===== src/inc/fro_pkg.sv =====
package fro_pkg;

    // register port offsets
    localparam logic [3:0] REG_WOC_OFS = 4'h0;
    localparam logic [3:0] REG_FPC_OFS = 4'h1;
    localparam logic [3:0] REG_STAT_OFS = 4'h2;

    // wait/overlay control fields
    localparam int WOC_SEL_HI_BIT = 7;
    localparam int WOC_SEL_LO_BIT = 6;
    localparam logic [7:0] WOC_RESET = 8'h08;

    // flash program control fields
    localparam int FPC_PROG_BIT = 0;
    localparam int FPC_ERASE_BIT = 1;
    localparam int FPC_PV_BIT = 2;
    localparam int FPC_EV_BIT = 3;
    localparam logic [7:0] FPC_RESET = 8'h00;
    localparam logic [7:0] FPC_USED_MASK = 8'h0f;

    // status fields
    localparam int STAT_OVL_BIT = 0;
    localparam int STAT_ABORT_BIT = 1;
    localparam int STAT_BUSY_BIT = 2;
    localparam int STAT_EMU_PROT_BIT = 3;

    // overlay windows
    localparam logic [15:0] RAM_BASE_VEC = 16'hf800;
    localparam logic [15:0] RAM_LAST_VEC = 16'hf87f;
    localparam logic [15:0] FL_BASE_VEC = 16'h0000;
    localparam logic [15:0] FL_LAST_VEC = 16'h007f;
    localparam logic [15:0] RAM_BASE_SB = 16'hf880;
    localparam logic [15:0] RAM_LAST_SB1 = 16'hf8ff;
    localparam logic [15:0] RAM_LAST_SB2 = 16'hf97f;
    localparam logic [15:0] FL_BASE_SB = 16'h0080;
    localparam logic [15:0] FL_LAST_SB1 = 16'h00ff;
    localparam logic [15:0] FL_LAST_SB2 = 16'h017f;

    // overlay select patterns
    typedef enum logic [1:0] {
        FRO_OVL_NONE = 2'h0,
        FRO_OVL_SB1 = 2'h1,
        FRO_OVL_SB2 = 2'h2,
        FRO_OVL_VEC = 2'h3
    } fro_ovl_t;

    // cpu memory request
    typedef struct packed {
        logic rd;
        logic wr;
        logic [15:0] addr;
    } fro_mreq_t;

    // decoded memory route
    typedef struct packed {
        logic to_ram;
        logic to_flash;
        logic flash_invalid;
        logic [15:0] addr;
    } fro_route_t;

endpackage


===== src/fro_window.sv =====
`timescale 1ns/1ns
// one overlay window match and translation
module fro_window (
    input wire logic [15:0] addr_i,
    input wire logic enable_i,
    input wire logic [15:0] fl_base_i,
    input wire logic [15:0] fl_last_i,
    input wire logic [15:0] ram_base_i,
    output logic hit_o,
    output logic [15:0] ram_addr_o
);
    // range compare and rebase into ram
    always_comb begin
        hit_o = enable_i && (addr_i >= fl_base_i) && (addr_i <= fl_last_i);
        ram_addr_o = 16'(addr_i - fl_base_i + ram_base_i);
    end
endmodule // fro_window


===== src/fro_overlay.sv =====
// Design decisions made here: the register offsets and strobed register access.
`timescale 1ns/1ns
// Summary of operation
// - interrupt while armed aborts program or erase
// - aborted cells undefined, no value guaranteed
// - flash reads invalid while arm bit set
// - pattern 11 plus vpp maps vector ram
// - vectors then fetched from ram, not flash
// - bits 7:6 select one of three overlays or none
// - overlaid ram answers at both addresses
// - reset and hw standby init control register
// - boot mode: overlay on, only nmi accepted
// - boot leaves both bits set; clear removes
// - one select bit set blocks program/erase
module fro_overlay (
    // clock, reset and standby
    input wire logic clk_i,
    input wire logic rst_n_i,
    input wire logic hw_standby_i,
    // boot strap, programming voltage and interrupts
    input wire logic boot_mode_i,
    input wire logic boot_done_i,
    input wire logic flash_high_voltage_pin_i,
    input wire logic nmi_i,
    input wire logic irq_i,
    // cpu memory access to be routed
    input wire fro_pkg::fro_mreq_t cpu_req_i,
    // register port
    input wire logic [3:0] reg_addr_i,
    input wire logic [7:0] reg_wdata_i,
    input wire logic reg_wr_i,
    input wire logic reg_rd_i,
    output logic [7:0] reg_rdata_o,
    // routing result and flash control status
    output fro_pkg::fro_route_t route_o,
    output logic [1:0] ovl_select_o,
    output logic prog_active_o,
    output logic erase_active_o,
    output logic flash_abort_o,
    output logic nmi_take_o,
    output logic irq_take_o
);
    // boot progress states
    typedef enum logic [2:0] {
        ST_IDLE = 3'b001,
        ST_BOOT = 3'b010,
        ST_USER = 3'b100
    } fro_boot_t;

    // whole module state
    typedef struct packed {
        // software visible registers
        logic [7:0] woc;
        logic [7:0] fpc;
        // abort latch, cleared by reset only
        logic aborted;
        // registered answers
        logic [7:0] rdata;
        fro_pkg::fro_route_t route;
        logic prog;
        logic erase;
        // one cycle pulses, then boot progress
        logic abort_p;
        logic nmi_t;
        logic irq_t;
        fro_boot_t boot;
    } fro_state_t;

    fro_state_t s_q;
    fro_state_t s_d;

    // overlay decode and window hits
    logic [1:0] sel;
    logic vec_en;
    logic sb1_en;
    logic sb2_en;
    logic hit_vec;
    logic hit_sb1;
    logic hit_sb2;
    logic [15:0] ram_vec;
    logic [15:0] ram_sb1;
    logic [15:0] ram_sb2;
    // program control and interrupt qualifiers
    logic armed;
    logic emu_protect;
    logic irq_ok;
    logic any_int;

    assign sel = {s_q.woc[fro_pkg::WOC_SEL_HI_BIT], s_q.woc[fro_pkg::WOC_SEL_LO_BIT]};
    // vector overlay only with vpp present
    assign vec_en = (sel == fro_pkg::FRO_OVL_VEC) && flash_high_voltage_pin_i;
    assign sb1_en = (sel == fro_pkg::FRO_OVL_SB1);
    assign sb2_en = (sel == fro_pkg::FRO_OVL_SB2);
    // exactly one select bit set means emulation in progress
    assign emu_protect = sel[1] ^ sel[0];
    // either arm bit makes flash reads unreliable
    assign armed = s_q.fpc[fro_pkg::FPC_PROG_BIT] | s_q.fpc[fro_pkg::FPC_ERASE_BIT];
    // boot program accepts nmi only
    assign irq_ok = (s_q.boot != ST_BOOT);
    // any accepted interrupt can abort an armed operation
    assign any_int = nmi_i | (irq_i & irq_ok);

    // vector window
    fro_window u_win_vec (
        .addr_i(cpu_req_i.addr),
        .enable_i(vec_en),
        .fl_base_i(fro_pkg::FL_BASE_VEC),
        .fl_last_i(fro_pkg::FL_LAST_VEC),
        .ram_base_i(fro_pkg::RAM_BASE_VEC),
        .hit_o(hit_vec),
        .ram_addr_o(ram_vec)
    );

    // small block window, one block
    fro_window u_win_sb1 (
        .addr_i(cpu_req_i.addr),
        .enable_i(sb1_en),
        .fl_base_i(fro_pkg::FL_BASE_SB),
        .fl_last_i(fro_pkg::FL_LAST_SB1),
        .ram_base_i(fro_pkg::RAM_BASE_SB),
        .hit_o(hit_sb1),
        .ram_addr_o(ram_sb1)
    );

    // small block window, two blocks
    fro_window u_win_sb2 (
        .addr_i(cpu_req_i.addr),
        .enable_i(sb2_en),
        .fl_base_i(fro_pkg::FL_BASE_SB),
        .fl_last_i(fro_pkg::FL_LAST_SB2),
        .ram_base_i(fro_pkg::RAM_BASE_SB),
        .hit_o(hit_sb2),
        .ram_addr_o(ram_sb2)
    );

    // next state
    always_comb begin
        s_d = s_q;
        s_d.abort_p = 1'b0;
        s_d.nmi_t = 1'b0;
        s_d.irq_t = 1'b0;
        s_d.rdata = 8'h00;

        // boot progress
        unique case (s_q.boot)
            // strap looked at every cycle while idle after reset
            ST_IDLE: begin
                if (boot_mode_i) begin
                    s_d.boot = ST_BOOT;
                end
            end
            // boot program running, irq held off
            ST_BOOT: begin
                if (boot_done_i) begin
                    s_d.boot = ST_USER;
                end
            end
            // user program; stays until reset
            ST_USER: begin
                s_d.boot = ST_USER;
            end
            default: begin
                s_d.boot = ST_IDLE;
            end
        endcase

        // register writes; a control write in the cycle of boot entry
        // loses bits 7:6 to the boot setting below
        if (reg_wr_i) begin
            if (reg_addr_i == fro_pkg::REG_WOC_OFS) begin
                s_d.woc = reg_wdata_i;
            end else if (reg_addr_i == fro_pkg::REG_FPC_OFS) begin
                s_d.fpc = reg_wdata_i & fro_pkg::FPC_USED_MASK;
            end
        end
        // entering boot sets the nmi overlay bits
        if (s_q.boot == ST_IDLE && boot_mode_i) begin
            s_d.woc[fro_pkg::WOC_SEL_HI_BIT] = 1'b1;
            s_d.woc[fro_pkg::WOC_SEL_LO_BIT] = 1'b1;
        end

        // interrupt acceptance
        s_d.nmi_t = nmi_i;
        s_d.irq_t = irq_i & irq_ok;

        // abort on interrupt while armed; kept until reset
        // arm bits are retained so software can see what was running
        if (any_int && armed) begin
            s_d.aborted = 1'b1;
            s_d.abort_p = 1'b1;
        end

        // arm bits take effect only when not blocked
        s_d.prog = s_d.fpc[fro_pkg::FPC_PROG_BIT] & flash_high_voltage_pin_i
            & ~emu_protect & ~s_d.aborted;
        s_d.erase = s_d.fpc[fro_pkg::FPC_ERASE_BIT] & flash_high_voltage_pin_i
            & ~emu_protect & ~s_d.aborted;

        // vpp absent clears program control
        if (!flash_high_voltage_pin_i) begin
            s_d.fpc = fro_pkg::FPC_RESET;
        end

        // address routing
        s_d.route.addr = cpu_req_i.addr;
        s_d.route.to_ram = 1'b0;
        s_d.route.to_flash = 1'b0;
        s_d.route.flash_invalid = 1'b0;
        // vector window first, then the small block windows
        if (cpu_req_i.rd || cpu_req_i.wr) begin
            if (hit_vec) begin
                s_d.route.to_ram = 1'b1;
                s_d.route.addr = ram_vec;
            end else if (hit_sb1) begin
                s_d.route.to_ram = 1'b1;
                s_d.route.addr = ram_sb1;
            end else if (hit_sb2) begin
                s_d.route.to_ram = 1'b1;
                s_d.route.addr = ram_sb2;
            end else if (cpu_req_i.addr >= fro_pkg::RAM_BASE_VEC) begin
                // ram keeps answering at its own address
                s_d.route.to_ram = 1'b1;
            end else begin
                s_d.route.to_flash = 1'b1;
                // data not guaranteed while armed or after abort
                s_d.route.flash_invalid = armed | s_q.aborted;
            end
        end

        // register reads; zero outside the answer cycle and when unmapped
        if (reg_rd_i) begin
            unique case (reg_addr_i)
                fro_pkg::REG_WOC_OFS: s_d.rdata = s_q.woc;
                fro_pkg::REG_FPC_OFS: s_d.rdata = s_q.fpc;
                fro_pkg::REG_STAT_OFS: begin
                    s_d.rdata[fro_pkg::STAT_OVL_BIT] = vec_en | sb1_en | sb2_en;
                    s_d.rdata[fro_pkg::STAT_ABORT_BIT] = s_q.aborted;
                    s_d.rdata[fro_pkg::STAT_BUSY_BIT] = s_q.prog | s_q.erase;
                    s_d.rdata[fro_pkg::STAT_EMU_PROT_BIT] = emu_protect;
                end
                default: s_d.rdata = 8'h00;
            endcase
        end

        // hardware standby initialises the control registers and arm outputs like reset
        // software standby has no input here, so the registers hold
        if (hw_standby_i) begin
            s_d.woc = fro_pkg::WOC_RESET;
            s_d.fpc = fro_pkg::FPC_RESET;
            s_d.prog = 1'b0;
            s_d.erase = 1'b0;
        end
    end

    // state register
    always_ff @(posedge clk_i or negedge rst_n_i) begin
        if (!rst_n_i) begin
            // clear all, then control registers to their init values
            s_q <= '0;
            s_q.woc <= fro_pkg::WOC_RESET;
            s_q.fpc <= fro_pkg::FPC_RESET;
            s_q.boot <= ST_IDLE;
        end else begin
            s_q <= s_d;
        end
    end

    // outputs straight from state
    assign reg_rdata_o = s_q.rdata;
    assign route_o = s_q.route;
    assign ovl_select_o = {s_q.woc[fro_pkg::WOC_SEL_HI_BIT], s_q.woc[fro_pkg::WOC_SEL_LO_BIT]};
    assign prog_active_o = s_q.prog;
    assign erase_active_o = s_q.erase;
    assign flash_abort_o = s_q.abort_p;
    assign nmi_take_o = s_q.nmi_t;
    assign irq_take_o = s_q.irq_t;
endmodule // fro_overlay


===== config.mk =====
export PLATFORM = sky130hd
export DESIGN_NAME = fro_overlay
export DESIGN_NICKNAME = d
export VERILOG_FILES = /design/src/inc/fro_pkg.sv /design/src/fro_window.sv /design/src/fro_overlay.sv
export SDC_FILE = /design/constraint.sdc
export NUM_CORES = 1
export LEC_CHECK = 0
export ABC_AREA = 1
export BUFFER_PORTS_ARGS = -buffer_cell sky130_fd_sc_hd__buf_2
export CORE_ASPECT_RATIO = 2
export CORE_MARGIN = 8
export CORE_UTILIZATION = 45
export DETAILED_ROUTE_END_ITERATION = 8
export GPL_ROUTABILITY_DRIVEN = 0
export PLACE_DENSITY_LB_ADDON = 0.12
export SLEW_MARGIN = 10
export SYNTH_ARGS = -nofsm -noshare
export SYNTH_HDL_FRONTEND = slang
export SYNTH_SLANG_ARGS = --single-unit

===== constraint.sdc =====
create_clock -name clk_i -period 1.4 [get_ports clk_i]
set_input_delay 0.07 -clock clk_i [delete_from_list [all_inputs] [get_ports clk_i]]
set_output_delay 0.07 -clock clk_i [all_outputs]
set_load 0.03 [all_outputs]

* Word level (Yosys, flattened, before mapping) *
Cells that the tools add are included.

storage, ports and cells
  flip-flop bits (word level) = 52
  input bits = 40
  output and inout bits = 34
  word-level logic and storage cells = 102

operators by class
  $add $sub $neg = 3
  order comparisons = 6
  eq/ne operators = 14
  mux-type cells = 28
  bitwise gates (word level) = 16
  reduce and logical (&&, ||, !) cells = 19

operator list
  cell                      count
  $mux W16                  5
  $mux W8                   5
  $add A16 B16 Y16 const B  2
  $mux W19                  1
  $ge A16 B1 Y1 const B     1
  $ge A16 B16 Y1 const B    1
  $ge A16 B8 Y1 const B     1
  $le A16 B7 Y1 const B     1
  $le A16 B8 Y1 const B     1
  $le A16 B9 Y1 const B     1
  $sub A16 B8 Y16 const B   1
  $mux W2                   6
  $pmux W4 S3               1
  $logic_and A1 B1 Y1       9
  $ne A3 B2 Y1 const B      3
  $pmux W3 S3               1
  $pmux W4 S2               1
  $and A1 B1 Y1             7
  $mux W1                   6
  $mux W3                   2
  $or A1 B1 Y1              6
  $reduce_and A2 Y1         3
  $reduce_bool A3 Y1        2
  $eq A2 B2 Y1 const B      2
  other kinds (14)          17

* Longest topological paths before layout *
  word-level depth = 8
  mapped depth = 10
  gate-level depth less buffers = 10

* Cells and area by module *
From an unflattened synthesis, not the netlist that was laid out.

unflattened totals
  cells, all modules = 1,392
  area total of the unflattened synthesis = 9,312.7 µm²

by module, submodules not included
  module                       times used  cells an instance  area each (µm²)  seq. area each (µm²)
  fro_window at u_win_sb1 ...  2           351                2,230.9          0.0
  fro_overlay                  1           340                2,687.6          1,203.7
  fro_window at u_win_vec      1           350                2,163.3          0.0

* Least setup slack after synthesis *
Ideal clock, no wire load.

  kind = register -> register
  start = register s_q, in the netlist ovl_select_o[0]
  end = register s_q, in the netlist route_o[14]
  setup time = 0.127 ns
  data arrival time = 1.282 ns
  data required time = 1.273 ns
  setup slack = -0.009 ns
  stages on the path, launching flop included = 8
  path buffers = 0
  period minus slack after synthesis = 1.409 ns
  cell sequence = dfrtp_1 > inv_1 > ha_1 > o21bai_1 > nand2_1 > nand3_1 > nor2_1 > or2_2

RTL lines
  item         RTL line           RTL
  from (decl)  fro_overlay.sv:69  fro_state_t s_q;

==> results.json <==
{
  "outcome": "complete, no violations",
  "hold_class": "input port to flop",
  "drt_wl_total_um": 5010,
  "yosys.area_share.simple": 0.226,
  "critical_path_required_ns": 1.58,
  "setup_slack_ns": 0.0247,
  "synth_mux_area_frac": 0,
  "syn-num-nets": 302,
  "maxCapViolCount": 0,
  "total_power_w": 0.00352,
  "crit_path_start_kind": "flop",
  "path_clk_slew_ns": 0.08,
  "synth_top_area_share": 0.509,
  "grt_max_degree": 24,
  "place_area_mm2": 0.00253,
  "grt_overflow": 0,
  "start_util": 0.465,
  "fmax_mhz": 727,
  "period_needed_ns": 1.38,
  "nets": 374,
  "fin_crit_sh": 0.982,
  "dp_hpwl_um": 4060,
  "crit_cells": 9,
  "postCtsSetupBuffers": 0,
  "core-area_mm2": 0.00486,
  "crit_slowest_cell": "dfrtp_2",
  "synth-seq-cells": 48,
  "yosysWarnings": 0,
  "worst_slew_pin_slew_ns": 0.508,
  "whs_ns": 0.0118,
  "synth_cell_types": 24,
  "num_antenna_cells": 0,
  "rows": 36,
  "clkSinkCount": 48,
  "cts_tree": "done",
  "grt_usage": 0.141,
  "clk_path_buf_depth": 2,
  "fin_util": 0.587,
  "dr_total_vias": 1744,
  "cts_root_buf": "clkbuf_8",
  "synthAdderAreaFrac": 0.0277,
  "die_h_um": 116,
  "drt_iter0_drc": 43,
  "ys_seq_area_frac": 0.533,
  "synth-xor-area-share": 0,
  "dp_slack_ns": -0.0245,
  "htree_levels": 2,
  "drive_above_1_share": 0.331,
  "io_pins": 74,
  "clk_latency_ns": 0.29,
  "syn_inst": 257,
  "criticalPathCategory": "flop to flop",
  "drc": 0,
  "final-setup-viol-count": 0,
  "avgSynthCellArea_um2": 8.79,
  "worst_path_most_repeated_cell": "nand2_1",
  "layout_commonest_cell": "buf_2",
  "worstSetupEndpointType": "flop",
  "leakagePower_nw": 1.59,
  "syn_to_final_growth_pct": 26.5,
  "io_buffers": 73,
  "peakVddDrop_mv": 0.795,
  "slowest_delay_ns": 0.42,
  "skew_ns": 0.00711,
  "grt_pass1_vias": 1957,
  "rsz0062_at_grt": "yes",
  "synth_top_cells_by_area": "dfrtp_1, buf_4, nand2_1",
  "first_pass_iters": 4,
  "hold-path-cell-count": 3,
  "worst-path-max-fanout": 4,
  "dieArea_mm2": 0.00768,
  "worstPathCellList": "inv_2 -> ha_4 -> inv_1 -> nand2_1 -> nand2_1 -> nand2_1 -> nand3_2 -> nor2_2 -> or2_2",
  "post_drt_wl_per_cell_um": 13.0,
  "final_cell_mix": "buf_2, nand2_1, dfrtp_1, inv_1, nor2_1",
  "slew_violations": 0,
  "reg2regPathDepth": 9,
  "fin_area_mm2": 0.00286,
  "synth-compound-area-share": 0.0443,
  "grt_pass1_wl_um": 8410,
  "synth_top_family_by_area": "simple AND/OR/NAND/NOR gates",
  "yosysTopAreaCell": "dfrtp_1",
  "antenna_found_initial": 0,
  "cp_top_family": "simple AND/OR/NAND/NOR gates",
  "hold_viol_final": 0,
  "numCtsBuffers": 5,
  "relSlewSlack": 0.661,
  "path_buf_inv": 2,
  "die_w_um": 66.1,
  "vias_per_cell": 4.52,
  "syn-cell-area_mm2": 0.00226,
  "antenna_left": 0,
  "p_per_area_mw_per_mm2": 1230,
  "cp.arrival_ns": 1.56
}
[per-stage QoR]
step                instances  TNS [ns]
floorplan                 257         0
global placement          363         0
detailed placement        363   -0.0378
CTS                       385         0
global route              386    -0.446
finish                    386         0
[repair_timing]
action                                  CTS  global route
pin swaps                                 0             5
endpoints found under the setup margin    4             9
resized for setup                         2            11
hold buffers                             15             1
hold endpoints to repair                 32             1
[layer usage]
layer | GRT usage | share of wire
met5 | 0 | 0
met4 | 0.0646 | 0.022
met3 | 0.0413 | 0.070
met2 | 0.272 | 0.55
met1 | 0.126 | 0.36
[worst reg2reg max path, stage by stage, from the launching register on]
cell and delay (ns):
dfrtp_2 0.42, inv_2 0.07, ha_4 0.16, inv_1 0.05
nand2_1 0.05, nand2_1 0.06, nand2_1 0.06, nand3_2 0.09
nor2_2 0.05, or2_2 0.27
[report_power, final]
| part | leakage [nW] | total (W) | internal, W | switching (W) |
|---|---|---|---|---|
| combinational | 0.916 | 0.000804 | 0.000320 | 0.000484 |
| clock | 0.0642 | 0.00113 | 0.000702 | 0.000431 |
| sequential | 0.607 | 0.00158 | 0.00151 | 0.0000729 |
[cell type report]
class                           count  area, um^2
Clock buffer                        5        68.8
Clock inverter                      2        60.1
Fill cell                         477        2010
Inverter                           39         146
Multi-Input combinational cell    139         714
Sequential cell                    48        1210
Tap cell                           57        71.3
Timing Repair Buffer               96         591
[logic make-up after synthesis]
logic type,count (synthesis)
adders and majority gates,5
DFF,48
and+or+nand+nor,117
buffers and inverters,70
AOI/OAI and AO/OA,17
[path summary, 6_finish.rpt]
path / startpoint / to / slack [ns]
max: ovl_select_o[0] / route_o[14] / 0.02
min: reg_wdata_i[2] / s_q[46] / 0.01
max reg2reg: ovl_select_o[0] / route_o[14] / 0.02
min reg2reg: s_q[46] / s_q[46] / 0.49
max in group asynchronous: rst_n_i / route_o[9] / 0.64
min in group asynchronous: rst_n_i / route_o[4] / 0.27
[state kept, by name (all words and copies together), names as in the netlist]
| register | count |
|---|---|
| s_q | 14 |
| route_o | 19 |
| nmi_take_o | 1 |
| ovl_select_o | 2 |
| prog_active_o | 1 |
| flash_abort_o | 1 |
| reg_rdata_o | 8 |
| irq_take_o | 1 |
| erase_active_o | 1 |
[cells in the mapped netlist]
cell,instances
nand2_4,1
a31oi_1,1
ha_1,5
dfrtp_1,46
inv_1,39
o21ai_1,2
nand2_2,1
nand3b_1,1
nand3_1,21
dfstp_2,2
buf_6,1
or2_1,1
nor2_2,1
or2_2,3
nand4_1,1
nand2_1,55
buf_4,30
a21oi_1,3
o21bai_1,1
nor3_1,1
a21oi_4,1
nor2_1,29
nor2_4,2
o21ai_0,9
Power figures use the tool's default switching activity.
